**src/rtl/xbus_ctl_regs.vh**
```
// constants for the peripheral-bus control block
// assumes inclusion by bare name from rtl/
`ifndef XBUS_CTL_REGS_VH
`define XBUS_CTL_REGS_VH
`define CLOCK_CHIP_INDEX_PORT 16'h0070
`define CLOCK_CHIP_DATA_PORT  16'h0071
`define INDEX_STROBE_SYSCLKS  4'h2
`define INDEX_STROBE_RST      1'b0
`define CHIP_SELECT_RST       1'b1
`define DIRECTION_RST         1'b1
`endif

```
**src/rtl/xbus_rtc_select_and_buffer_control.v**
```verilog
// peripheral-bus control outputs: processor init, clock-chip strobes, buffer direction
// assumes ISA command pins asynchronous to i_clk; address and decode inputs stable
// while a command is low; i_sysclk is the ISA system clock, sampled as a pin
// Function
// (RULE_01) keyboard reset request low drives processor init request
// (RULE_02) i/o write to 70h asserts clock-chip index strobe
// (RULE_03) strobe rises at write fall, lasts exactly two system clocks; the code ends it at the second system clock rise
// (RULE_04) index strobe low during and after reset and in suspend
// (RULE_05) strobe and chip select can become general-purpose outputs
// (RULE_06) chip select low for i/o read or write to 71h
// (RULE_07) board may OR chip select with commands for chip strobes
// (RULE_08) chip select and direction high in reset and suspend
// (RULE_09) direction output wires straight to transceiver direction input
// (RULE_10) direction low for every i/o read cycle
// (RULE_11) memory cycles turn direction only for rom or controller range
// (RULE_12) pci master reads assert on i/o read or decoded memory read fall
// (RULE_13) isa master memory reads qualify only on firmware rom range
// (RULE_14) direction negates at rise of the causing read command
// (RULE_15) dma reads: direction follows acknowledge fall and rise
// (RULE_16) otherwise direction held high
// (RULE_17) direction can become a general-purpose output
// (RULE_18) pins default to dedicated function; gpo value from writable bit
`default_nettype none
`include "xbus_ctl_regs.vh"
module xbus_rtc_select_and_buffer_control #(
    parameter ADDR_W = 16
) (
    input  wire              i_clk,                    // 25 MHz clock
    input  wire              i_sys_rst,                // sync reset, high
    input  wire              i_suspend,                // power-on suspend
    input  wire              i_sysclk,                 // ISA system clock pin
    input  wire              i_kbd_cpu_reset_request_n,// keyboard reset request
    input  wire              i_ior_n,                  // i/o read command
    input  wire              i_iow_n,                  // i/o write command
    input  wire              i_memr_n,                 // memory read command
    input  wire [ADDR_W-1:0] i_addr,                   // ISA address
    input  wire              i_isa_master,             // cycle from isa master
    input  wire              i_firmware_rom_range,     // rom range decoded
    input  wire              i_interrupt_controller_range, // controller range
    input  wire              i_dma_read_ack_n,         // dma read acknowledge
    input  wire              i_gpo_sel_25,             // index strobe as gpo
    input  wire              i_gpo_sel_24,             // chip select as gpo
    input  wire              i_gpo_sel_22,             // direction as gpo
    input  wire              i_general_output_25,      // gpo value 25
    input  wire              i_general_output_24,      // gpo value 24
    input  wire              i_general_output_22,      // gpo value 22
    output reg               o_cpu_init,               // processor init request
    output reg               o_clock_chip_index_strobe,// index latch strobe
    output reg               o_clock_chip_select_n,    // clock chip select
    output reg               o_periph_buffer_direction_n // transceiver direction
);
    localparam ST_IDLE = 2'd0;
    localparam ST_IOR  = 2'd1;
    localparam ST_MEMR = 2'd2;
    localparam ST_DMA  = 2'd3;

    wire ior_lvl, ior_fall, ior_rise;
    wire iow_lvl, iow_fall;
    wire memr_fall, memr_rise;
    wire dack_fall, dack_rise;
    wire sclk_rise;
    wire kbd_lvl;

    edge_sync #(.RST_VAL(1'b1)) u_ior (.i_clk(i_clk), .i_sys_rst(i_sys_rst),
        .i_async(i_ior_n), .o_level(ior_lvl), .o_fall(ior_fall), .o_rise(ior_rise));
    edge_sync #(.RST_VAL(1'b1)) u_iow (.i_clk(i_clk), .i_sys_rst(i_sys_rst),
        .i_async(i_iow_n), .o_level(iow_lvl), .o_fall(iow_fall), .o_rise());
    edge_sync #(.RST_VAL(1'b1)) u_memr (.i_clk(i_clk), .i_sys_rst(i_sys_rst),
        .i_async(i_memr_n), .o_level(), .o_fall(memr_fall), .o_rise(memr_rise));
    edge_sync #(.RST_VAL(1'b1)) u_dack (.i_clk(i_clk), .i_sys_rst(i_sys_rst),
        .i_async(i_dma_read_ack_n), .o_level(), .o_fall(dack_fall),
        .o_rise(dack_rise));
    edge_sync #(.RST_VAL(1'b0)) u_sclk (.i_clk(i_clk), .i_sys_rst(i_sys_rst),
        .i_async(i_sysclk), .o_level(), .o_fall(), .o_rise(sclk_rise));
    edge_sync #(.RST_VAL(1'b1)) u_kbd (.i_clk(i_clk), .i_sys_rst(i_sys_rst),
        .i_async(i_kbd_cpu_reset_request_n), .o_level(kbd_lvl), .o_fall(),
        .o_rise());

    // port match, reused for both clock-chip ports
    function port_hit;
        input [ADDR_W-1:0] a;
        input [15:0]       p;
        begin
            port_hit = (a == p[ADDR_W-1:0]);
        end
    endfunction

    // address and decodes pass the same two flops as the commands, so they line up
    // with the detected command edges; the bus sets them up ahead of the command
    reg  [ADDR_W+2:0] qual_meta_q;
    reg  [ADDR_W+2:0] qual_sync_q;
    wire [ADDR_W-1:0] addr_s       = qual_sync_q[ADDR_W-1:0];
    wire              rom_range_s  = qual_sync_q[ADDR_W];
    wire              ctl_range_s  = qual_sync_q[ADDR_W+1];
    wire              isa_master_s = qual_sync_q[ADDR_W+2];

    always @(posedge i_clk)
    begin
        if (i_sys_rst)
        begin
            qual_meta_q <= {(ADDR_W+3){1'b0}};
            qual_sync_q <= {(ADDR_W+3){1'b0}};
        end
        else
        begin
            qual_meta_q <= {i_isa_master, i_interrupt_controller_range,
                            i_firmware_rom_range, i_addr};
            qual_sync_q <= qual_meta_q;
        end
    end

    reg       strobe_q;
    reg       strobe_d;
    reg [3:0] sclk_cnt_q;
    reg [3:0] sclk_cnt_d;
    reg [1:0] dir_st_q;
    reg [1:0] dir_st_d;
    wire      index_hit = port_hit(addr_s, `CLOCK_CHIP_INDEX_PORT);
    wire      data_hit  = port_hit(addr_s, `CLOCK_CHIP_DATA_PORT);
    // isa masters ignore the controller range on memory reads
    wire      mem_ok = rom_range_s |
                       (ctl_range_s & ~isa_master_s);

    always @*
    begin
        strobe_d   = strobe_q;
        sclk_cnt_d = sclk_cnt_q;
        // (RULE_02) index write starts strobe
        // (RULE_03) rise on write fall
        // a new index write restarts the count and wins over the end of the last one
        if (iow_fall && index_hit)
        begin
            strobe_d   = 1'b1;
            sclk_cnt_d = 4'h0;
        end
        else if (strobe_q && sclk_rise)
        begin
            // (RULE_03) two system clocks
            if (sclk_cnt_q == `INDEX_STROBE_SYSCLKS - 4'h1)
                strobe_d = 1'b0;
            else
                sclk_cnt_d = sclk_cnt_q + 4'h1;
        end
    end

    always @*
    begin
        dir_st_d = dir_st_q;
        case (dir_st_q)
            // causes arriving while a read is open are dropped, not taken up after it closes
            ST_IDLE:
            begin
                // (RULE_10) every i/o read
                // (RULE_12) pci reads on command fall
                if (ior_fall)
                    dir_st_d = ST_IOR;
                // (RULE_11) memory only on decoded ranges
                // (RULE_13) isa master rom only
                else if (memr_fall && mem_ok)
                    dir_st_d = ST_MEMR;
                // (RULE_15) dma acknowledge fall
                else if (dack_fall)
                    dir_st_d = ST_DMA;
            end
            // (RULE_14) negate on causing command rise
            ST_IOR:  if (ior_rise)  dir_st_d = ST_IDLE;
            ST_MEMR: if (memr_rise) dir_st_d = ST_IDLE;
            // (RULE_15) acknowledge rise
            ST_DMA:  if (dack_rise) dir_st_d = ST_IDLE;
            default: dir_st_d = ST_IDLE;
        endcase
    end

    always @(posedge i_clk)
    begin
        if (i_sys_rst)
        begin
            strobe_q   <= `INDEX_STROBE_RST;
            sclk_cnt_q <= 4'h0;
            dir_st_q   <= ST_IDLE;
        end
        else
        begin
            strobe_q   <= strobe_d;
            sclk_cnt_q <= sclk_cnt_d;
            dir_st_q   <= dir_st_d;
        end
    end

    // registered pin drive
    always @(posedge i_clk)
    begin
        if (i_sys_rst)
        begin
            o_cpu_init                  <= 1'b0;
            // (RULE_04) strobe low in reset
            o_clock_chip_index_strobe   <= `INDEX_STROBE_RST;
            // (RULE_08) select and direction high
            o_clock_chip_select_n       <= `CHIP_SELECT_RST;
            o_periph_buffer_direction_n <= `DIRECTION_RST;
        end
        else
        begin
            // (RULE_01) request becomes init
            o_cpu_init <= ~kbd_lvl;
            // (RULE_05) gpo option
            // (RULE_18) dedicated function unless selected
            if (i_gpo_sel_25)
                o_clock_chip_index_strobe <= i_general_output_25;
            // (RULE_04) low in suspend
            else
                o_clock_chip_index_strobe <= strobe_d & ~i_suspend;
            if (i_gpo_sel_24)
                o_clock_chip_select_n <= i_general_output_24;
            // (RULE_06) data port read or write
            // (RULE_08) high in suspend
            else
                o_clock_chip_select_n <= ~(data_hit & (~ior_lvl | ~iow_lvl)) | i_suspend;
            // (RULE_17) direction as gpo
            if (i_gpo_sel_22)
                o_periph_buffer_direction_n <= i_general_output_22;
            // (RULE_16) high outside read cases
            else
                o_periph_buffer_direction_n <= (dir_st_d == ST_IDLE) | i_suspend;
        end
    end
endmodule // xbus_rtc_select_and_buffer_control
`default_nettype wire

```
**src/rtl/edge_sync.v**
```verilog
// two-flop synchroniser with fall and rise pulses
// assumes one clock i_clk and synchronous active-high reset
`default_nettype none
module edge_sync #(
    parameter RST_VAL = 1'b1
) (
    input  wire i_clk,     // clock
    input  wire i_sys_rst, // reset
    input  wire i_async,   // pin input
    output wire o_level,   // synchronised level
    output wire o_fall,    // one-cycle falling pulse
    output wire o_rise     // one-cycle rising pulse
);
    reg meta_q;
    reg sync_q;
    reg prev_q;
    always @(posedge i_clk)
    begin
        if (i_sys_rst)
        begin
            meta_q <= RST_VAL;
            sync_q <= RST_VAL;
            prev_q <= RST_VAL;
        end
        else
        begin
            meta_q <= i_async;
            sync_q <= meta_q;
            prev_q <= sync_q;
        end
    end
    assign o_level = sync_q;
    assign o_fall  = prev_q & ~sync_q;
    assign o_rise  = ~prev_q & sync_q;
endmodule // edge_sync
`default_nettype wire

```
**config.mk**
```make
export PLATFORM = sky130hd
export DESIGN_NAME = xbus_rtc_select_and_buffer_control
export DESIGN_NICKNAME = d
export VERILOG_FILES = /design/src/rtl/xbus_rtc_select_and_buffer_control.v /design/src/rtl/edge_sync.v
export VERILOG_INCLUDE_DIRS = /design/src /design/src/rtl
export SDC_FILE = /design/constraint.sdc
export NUM_CORES = 1
export LEC_CHECK = 0
export BUFFER_PORTS_ARGS = -buffer_cell sky130_fd_sc_hd__buf_2
export CAP_MARGIN = 20
export CORE_MARGIN = 2
export CORE_UTILIZATION = 51
export CTS_BUF_LIST = sky130_fd_sc_hd__clkbuf_4 sky130_fd_sc_hd__clkbuf_8
export DETAILED_ROUTE_END_ITERATION = 8
export PLACE_DENSITY = 0.74
export SETUP_SLACK_MARGIN = 0.3
export SYNTH_ARGS = -nofsm -noshare
export SYNTH_HDL_FRONTEND = slang
export SYNTH_SLANG_ARGS = --single-unit
```
**constraint.sdc**
```tcl
create_clock -name i_clk -period 3.81 [get_ports i_clk]
set_input_delay 0.1905 -clock i_clk [delete_from_list [all_inputs] [get_ports i_clk]]
set_output_delay 0.1905 -clock i_clk [all_outputs]
set_load 0.03 [all_outputs]
```
Word-level counts from Yosys, hierarchy flattened

Index checks and enable logic that the tools add are counted.

Reduce and logical (&&, ||, !) cells: 7
Mux-type cells: 13
Bitwise operators: 28
Eq/ne operators: 6
Add/sub/neg operators: 1

Operators by type and width:

| kind                                           | number |
|---|---|
| == test 16 x 7 -> 1 bit, second input constant | 2 |
| NOT 1 bit                                      | 13 |
| 2-to-1 mux 2 bit                               | 6 |
| bitwise AND 1 bit                              | 11 |
| case mux 2 bit (4 select lines)                | 1 |
| 2-to-1 mux 1 bit                               | 6 |
| adder 4 x 1 -> 4 bit, second input constant    | 1 |
| == test 2 bit, second input constant           | 2 |
| == test 4 x 1 -> 1 bit, second input constant  | 1 |
| logical NOT 2 bit                              | 2 |
| OR 1 bit                                       | 4 |
| logical AND 1 bit                              | 3 |
| == test 2 x 1 -> 1 bit, second input constant  | 1 |
| AND reduction 2 bit                            | 1 |
| OR reduction 2 bit                             | 1 |

Bits of input ports: 34
Output and inout bits: 4
Word-level logic and storage cells: 81
Register bits after elaboration: 66

Logic depth before layout (Yosys ltp)

Depth after elaboration: 10
Mapped depth: 6
Gate-level depth less buffers: 6

Hierarchy

Synthesis repeated with hierarchy kept, for this count alone.

Cell total of the unflattened synthesis: 190
Area, all modules: 2130.8 µm²

By module, submodules not included:

| module                             | cells each | times used | sequential area each (µm²) | area an instance (µm²) |
|---|---|---|---|---|
| xbus_rtc_select_and_buffer_control | 142        | 1          | 980.9                      | 1576.5 |
| edge_sync at u_dack ...            | 8          | 5          | 60.1                       | 92.6 |
| edge_sync at u_sclk                | 8          | 1          | 60.1                       | 91.3 |

Worst setup path after synthesis

No wires, ideal clock.

Kind: reg-to-reg
Start: register sclk_cnt_q[0]
End: register o_clock_chip_index_strobe
Required time: 3.687 ns
Period minus slack after synthesis: 1.476 ns
Setup time: 0.123 ns
Arrival: 1.353 ns
Buffers on the path: 0
Slack: 2.334 ns
Cell stages (with the launch flop): 6
Cell sequence: dfxtp_1 > ha_1 > nand2b_1 > or4b_1 > a21oi_1 > o41ai_2

Longest elaborated chain between the ends: 6

Ends and longest elaborated chain:

| item                   | RTL line                                 | text |
|---|---|---|
| start, declared        | xbus_rtc_select_and_buffer_control.v:114 | `reg [3:0] sclk_cnt_q;` |
| start signal, assigned | xbus_rtc_select_and_buffer_control.v:185 | `sclk_cnt_q <= sclk_cnt_d;` |
| == test 4 x 1 -> 1 bit | xbus_rtc_select_and_buffer_control.v:139 | `` if (sclk_cnt_q == `INDEX_STROBE_SYSCLKS - 4'h1) `` |
| 2-to-1 mux 1 bit       | xbus_rtc_select_and_buffer_control.v:139 |  |
| 2-to-1 mux 1 bit       | xbus_rtc_select_and_buffer_control.v:136 | `else if (strobe_q && sclk_rise)` |
| 2-to-1 mux 1 bit       | xbus_rtc_select_and_buffer_control.v:131 | `if (iow_fall && index_hit)` |
| bitwise AND 1 bit      | xbus_rtc_select_and_buffer_control.v:212 | `o_clock_chip_index_strobe <= strobe_d & ~i_suspend;` |
| 2-to-1 mux 1 bit       | xbus_rtc_select_and_buffer_control.v:208 | `if (i_gpo_sel_25)` |
| end signal, assigned   | xbus_rtc_select_and_buffer_control.v:197 | `` o_clock_chip_index_strobe <= `INDEX_STROBE_RST; `` |
| end signal, assigned   | xbus_rtc_select_and_buffer_control.v:209 | `o_clock_chip_index_strobe <= i_general_output_25;` |
| end signal, assigned   | xbus_rtc_select_and_buffer_control.v:212 |  |
| end, declared          | xbus_rtc_select_and_buffer_control.v:48  | `output reg o_clock_chip_index_strobe,` |

No other way between the ends.
A chain may end at the register's enable or synchronous reset.

Worst setup path in the final report

Same ends and word-level chain as after synthesis.

==> report_table.html <==
<table>
<tr><th>Metric</th><th>Value</th></tr>
<tr><th colspan="2">Finish</th></tr>
<tr><td>Layout-stage area growth over the synthesis result</td><td>24.4%</td></tr>
<tr><td>Number of inserted diodes</td><td>0</td></tr>
<tr><td>Number of fill cells</td><td>328</td></tr>
<tr><td>Post-layout nets</td><td>261</td></tr>
<tr><td>Fraction of final layout cells with drive strength greater than 1</td><td>0.313</td></tr>
<tr><td>Sequential cell area</td><td>1320 um2</td></tr>
<tr><td>Final core utilization</td><td>0.653</td></tr>
<tr><td>Area of the multi-input gates</td><td>728 um2</td></tr>
<tr><th colspan="2">Min path</th></tr>
<tr><td>Class of the most critical hold timing path</td><td>in -&gt; reg</td></tr>
<tr><th colspan="2">Detailed routing</th></tr>
<tr><td>Post-detailed-routing wire length</td><td>2.80 mm</td></tr>
<tr><td>Number of DRC markers in iteration 0</td><td>56</td></tr>
<tr><td>Total iterations of the first detailed-routing run</td><td>5</td></tr>
<tr><td>Wire length per cell</td><td>10.0 um</td></tr>
<tr><td>Total DRC errors in the routed layout</td><td>0</td></tr>
<tr><td>Via density</td><td>4.52</td></tr>
<tr><td>Total via count in the routed design</td><td>1265</td></tr>
<tr><td>DRT antenna net count</td><td>0</td></tr>
<tr><th colspan="2">Timing</th></tr>
<tr><td>Final period utilization</td><td>0.418</td></tr>
<tr><td>Setup repair after global routing missed its margin</td><td>false</td></tr>
<tr><td>Final sum of negative setup slack</td><td>0 ps</td></tr>
<tr><td>Final count of negative-setup-slack endpoints</td><td>0</td></tr>
<tr><td>Final critical delay including setup and external delays</td><td>1590 ps</td></tr>
<tr><td>Final hold vios</td><td>0</td></tr>
<tr><td>Tightest Pin Transition</td><td>975 ps</td></tr>
<tr><td>Max Fclk</td><td>628 MHz</td></tr>
<tr><td>Worst Skew</td><td>5.96 ps</td></tr>
<tr><td>Count of pins over their slew limit</td><td>0</td></tr>
<tr><td>Remaining max-slew budget at the tightest pin</td><td>0.350</td></tr>
<tr><th colspan="2">Worst setup path</th></tr>
<tr><td>Data required time of the worst path</td><td>3990 ps</td></tr>
<tr><td>Arrival time at the worst endpoint</td><td>1770 ps</td></tr>
<tr><td>CP max FO</td><td>4</td></tr>
<tr><td>Kind of start point of the critical path</td><td>flop</td></tr>
<tr><td>Worst Setup Path Type</td><td>reg -&gt; reg</td></tr>
<tr><td>Worst Setup End Kind</td><td>flop</td></tr>
<tr><th colspan="2">Logic synthesis</th></tr>
<tr><td>Prevailing post-synth register cell</td><td>dfxtp_1</td></tr>
<tr><td>Mapped Cells</td><td>184</td></tr>
<tr><td>Mean instance size in the synthesized netlist</td><td>11.3 um2</td></tr>
<tr><td>Count of flip-flops with a built-in enable after synthesis</td><td>0</td></tr>
<tr><td>Post-synth top area cell</td><td>dfxtp_1</td></tr>
<tr><td>Share of the synthesized area in the top cell type</td><td>0.634</td></tr>
<tr><td>Leading post-synthesis cells by cell area</td><td>dfxtp_1, nor2b_1, or2_2</td></tr>
<tr><td>Post-synthesis net count</td><td>220</td></tr>
<tr><td>Area of the mapped netlist</td><td>2080 um2</td></tr>
<tr><td>Number of distinct library cells after synthesis</td><td>36</td></tr>
<tr><td>Async SR Flop Fraction</td><td>0</td></tr>
<tr><td>Top cell types by occurrence after synthesis</td><td>dfxtp_1, nor2b_1, or2_2, nor2_1</td></tr>
<tr><td>Share of the yosys chip area belonging to registers</td><td>0.634</td></tr>
<tr><td>Most used standard cell by instance count after synthesis</td><td>dfxtp_1</td></tr>
<tr><td>Number of warnings reported in the yosys synthesis log</td><td>0</td></tr>
<tr><td>Seq cells post-synth</td><td>66</td></tr>
<tr><th colspan="2">Run</th></tr>
<tr><td>Max-cap viol count</td><td>0</td></tr>
<tr><th colspan="2">Pwr</th></tr>
<tr><td>Maximum vdd drop</td><td>0.314 mV</td></tr>
<tr><td>Seq pwr share</td><td>0.451</td></tr>
<tr><td>Power per cell area</td><td>623 nW/um2</td></tr>
<tr><td>Proportion of total power due to net switching</td><td>0.173</td></tr>
<tr><td>Internal power summed over all cells</td><td>0.00134 W</td></tr>
<tr><td>Pleak</td><td>1.07 nW</td></tr>
<tr><td>Combinational cell fraction of total power</td><td>0.040</td></tr>
<tr><td>Proportion of power drawn by the clock network</td><td>0.509</td></tr>
<tr><td>Net Sw Power</td><td>0.000279 W</td></tr>
<tr><th colspan="2">Floorplanning</th></tr>
<tr><td>Die Height</td><td>67.9 um</td></tr>
<tr><td>Area enclosed by the die boundary</td><td>4610 um2</td></tr>
<tr><td>Placement row count</td><td>23</td></tr>
<tr><td>Initial core utilization</td><td>0.525</td></tr>
<tr><td>Die Wd</td><td>67.9 um</td></tr>
<tr><td>I/O pin total</td><td>38</td></tr>
<tr><td>Placeable Area</td><td>3970 um2</td></tr>
<tr><th colspan="2">Clock tree</th></tr>
<tr><td>Clock input transition at the sequential cells of the worst setup and hold paths</td><td>70 ps</td></tr>
<tr><td>Clk sinks</td><td>66</td></tr>
<tr><td>Number of resized instances in the post-cts repair step</td><td>0</td></tr>
<tr><td>Max clock buf depth</td><td>2</td></tr>
<tr><td>Postcts setup bufs</td><td>0</td></tr>
<tr><td>Clk root buf</td><td>clkbuf_8</td></tr>
<tr><td>Clock Latency Late Sink</td><td>330 ps</td></tr>
<tr><td>Number of buffers inserted for hold repair after clock tree synthesis</td><td>0</td></tr>
<tr><td>TritonCTS clock tree</td><td>done</td></tr>
<tr><td>Number of buffers created by CTS</td><td>9</td></tr>
<tr><td>H-tree depth</td><td>3</td></tr>
<tr><th colspan="2">Outcome</th></tr>
<tr><td>Outcome</td><td>complete, no violations</td></tr>
<tr><th colspan="2">Placed design</th></tr>
<tr><td>Routability-driven placement congestion ratio</td><td>0.725</td></tr>
<tr><td>Half-perimeter wire length of the detailed placement result</td><td>1.74 mm</td></tr>
<tr><td>Number of port buffers</td><td>37</td></tr>
<tr><th colspan="2">Global route</th></tr>
<tr><td>Largest net degree at the start of global routing</td><td>66</td></tr>
<tr><td>Vias in the first global route</td><td>1102</td></tr>
<tr><td>Antenna violations before repair</td><td>0</td></tr>
<tr><td>First-pass GRT wire length</td><td>4.51 mm</td></tr>
<tr><td>Total global routing track utilization</td><td>0.141</td></tr>
<tr><td>Leftover overflow at the end of global routing</td><td>0</td></tr>
</table>
routing by layer:
layer / up-vias / track usage / share of wire / routed length, um
met2: 37 / 0.210 / 0.44 / 1230
met3: 7 / 0.0740 / 0.073 / 204
met4: 0 / 0.0975 / 0.026 / 73
met5: - / 0 / 0 / 0
met1: 541 / 0.155 / 0.46 / 1290
li1: 680 / - / - / -
through the flow:
stage | hold slack [ps] | std cells | setup slack (ps) | cell area [um2] | power (W)
after floorplan | 282 | 184 | 2330 | 2080 | 0.000785
after global placement | 369 | 264 | 2250 | 2300 | 0.000808
after detailed placement | 372 | 264 | 2210 | 2300 | 0.000810
after CTS | 25.4 | 280 | 2190 | 2590 | 0.00164
after global routing | 23.1 | 280 | 2120 | 2590 | 0.00168
final | 38.6 | 280 | 2220 | 2590 | 0.00162
cells by family (layout without fill, tap and decap cells):
logic type / count (synthesis) / count (layout) / share of synthesized area
and+or+nand+nor: 90 / 90 / 0.267
adders and majority gates: 2 / 2 / 0.0120
AOI/OAI and AO/OA: 15 / 15 / 0.0618
DFF: 66 / 66 / 0.634
buffers and inverters: 9 / 55 / 0.0168
xor gates and xnor gates: 2 / 2 / 0.00840
power groups by stage:
stage	Combinational, W	Clock (W)	Sequential [W]
floorplan	0.0000397	0	0.000745
global placement	0.0000651	0	0.000743
detailed placement	0.0000660	0	0.000744
CTS	0.0000665	0.000841	0.000729
global route	0.0000736	0.000874	0.000731
finish	0.0000652	0.000823	0.000729
path summary, 6_finish.rpt:
path	cells after the start	slack, ps	end	startpoint
max	5	2220	o_clock_chip_index_strobe$_SDFF_PP0_	sclk_cnt_q[0]$_SDFFE_PP0P_
min	2	40	u_iow.meta_q$_SDFF_PP1_	i_iow_n
max reg2reg	5	2220	o_clock_chip_index_strobe$_SDFF_PP0_	sclk_cnt_q[0]$_SDFFE_PP0P_
min reg2reg	1	380	o_cpu_init$_SDFF_PP0_	u_kbd.o_level$_SDFF_PP1_
critical path, cell delays in order, from the launching register on:
cell and delay (ps):
dfxtp_1 390, ha_1 160, nand2b_1 80, or4b_1 500, a21oi_1 240, o41ai_2 80
final cells by class:
cell class / count / area share
flip-flops and latches: 66 / 0.509
multi-input cells: 109 / 0.281
repair buffers: 37 / 0.0714
clock inverters: 5 / 0.0579
clock buffers: 11 / 0.0535
well taps: 50 / 0.0241
inverters: 2 / 0.00289
state kept, by name (all words and copies together), names as in the netlist, 2 cells and up:
signal       flops
dir_st_q         2
qual_sync_q     19
sclk_cnt_q       4
qual_meta_q     19
cell usage in the layout, fill, tap and decap left out, types with 3 or more instances in the layout:
master,n
dfxtp_1,66
nor2b_1,44
buf_2,37
or2_2,14
nor2_1,9
clkbuf_8,9
nand2b_1,6
bufinv_16,5
a21oi_1,4
nand2_1,3
Power figures use the tool's default switching activity.
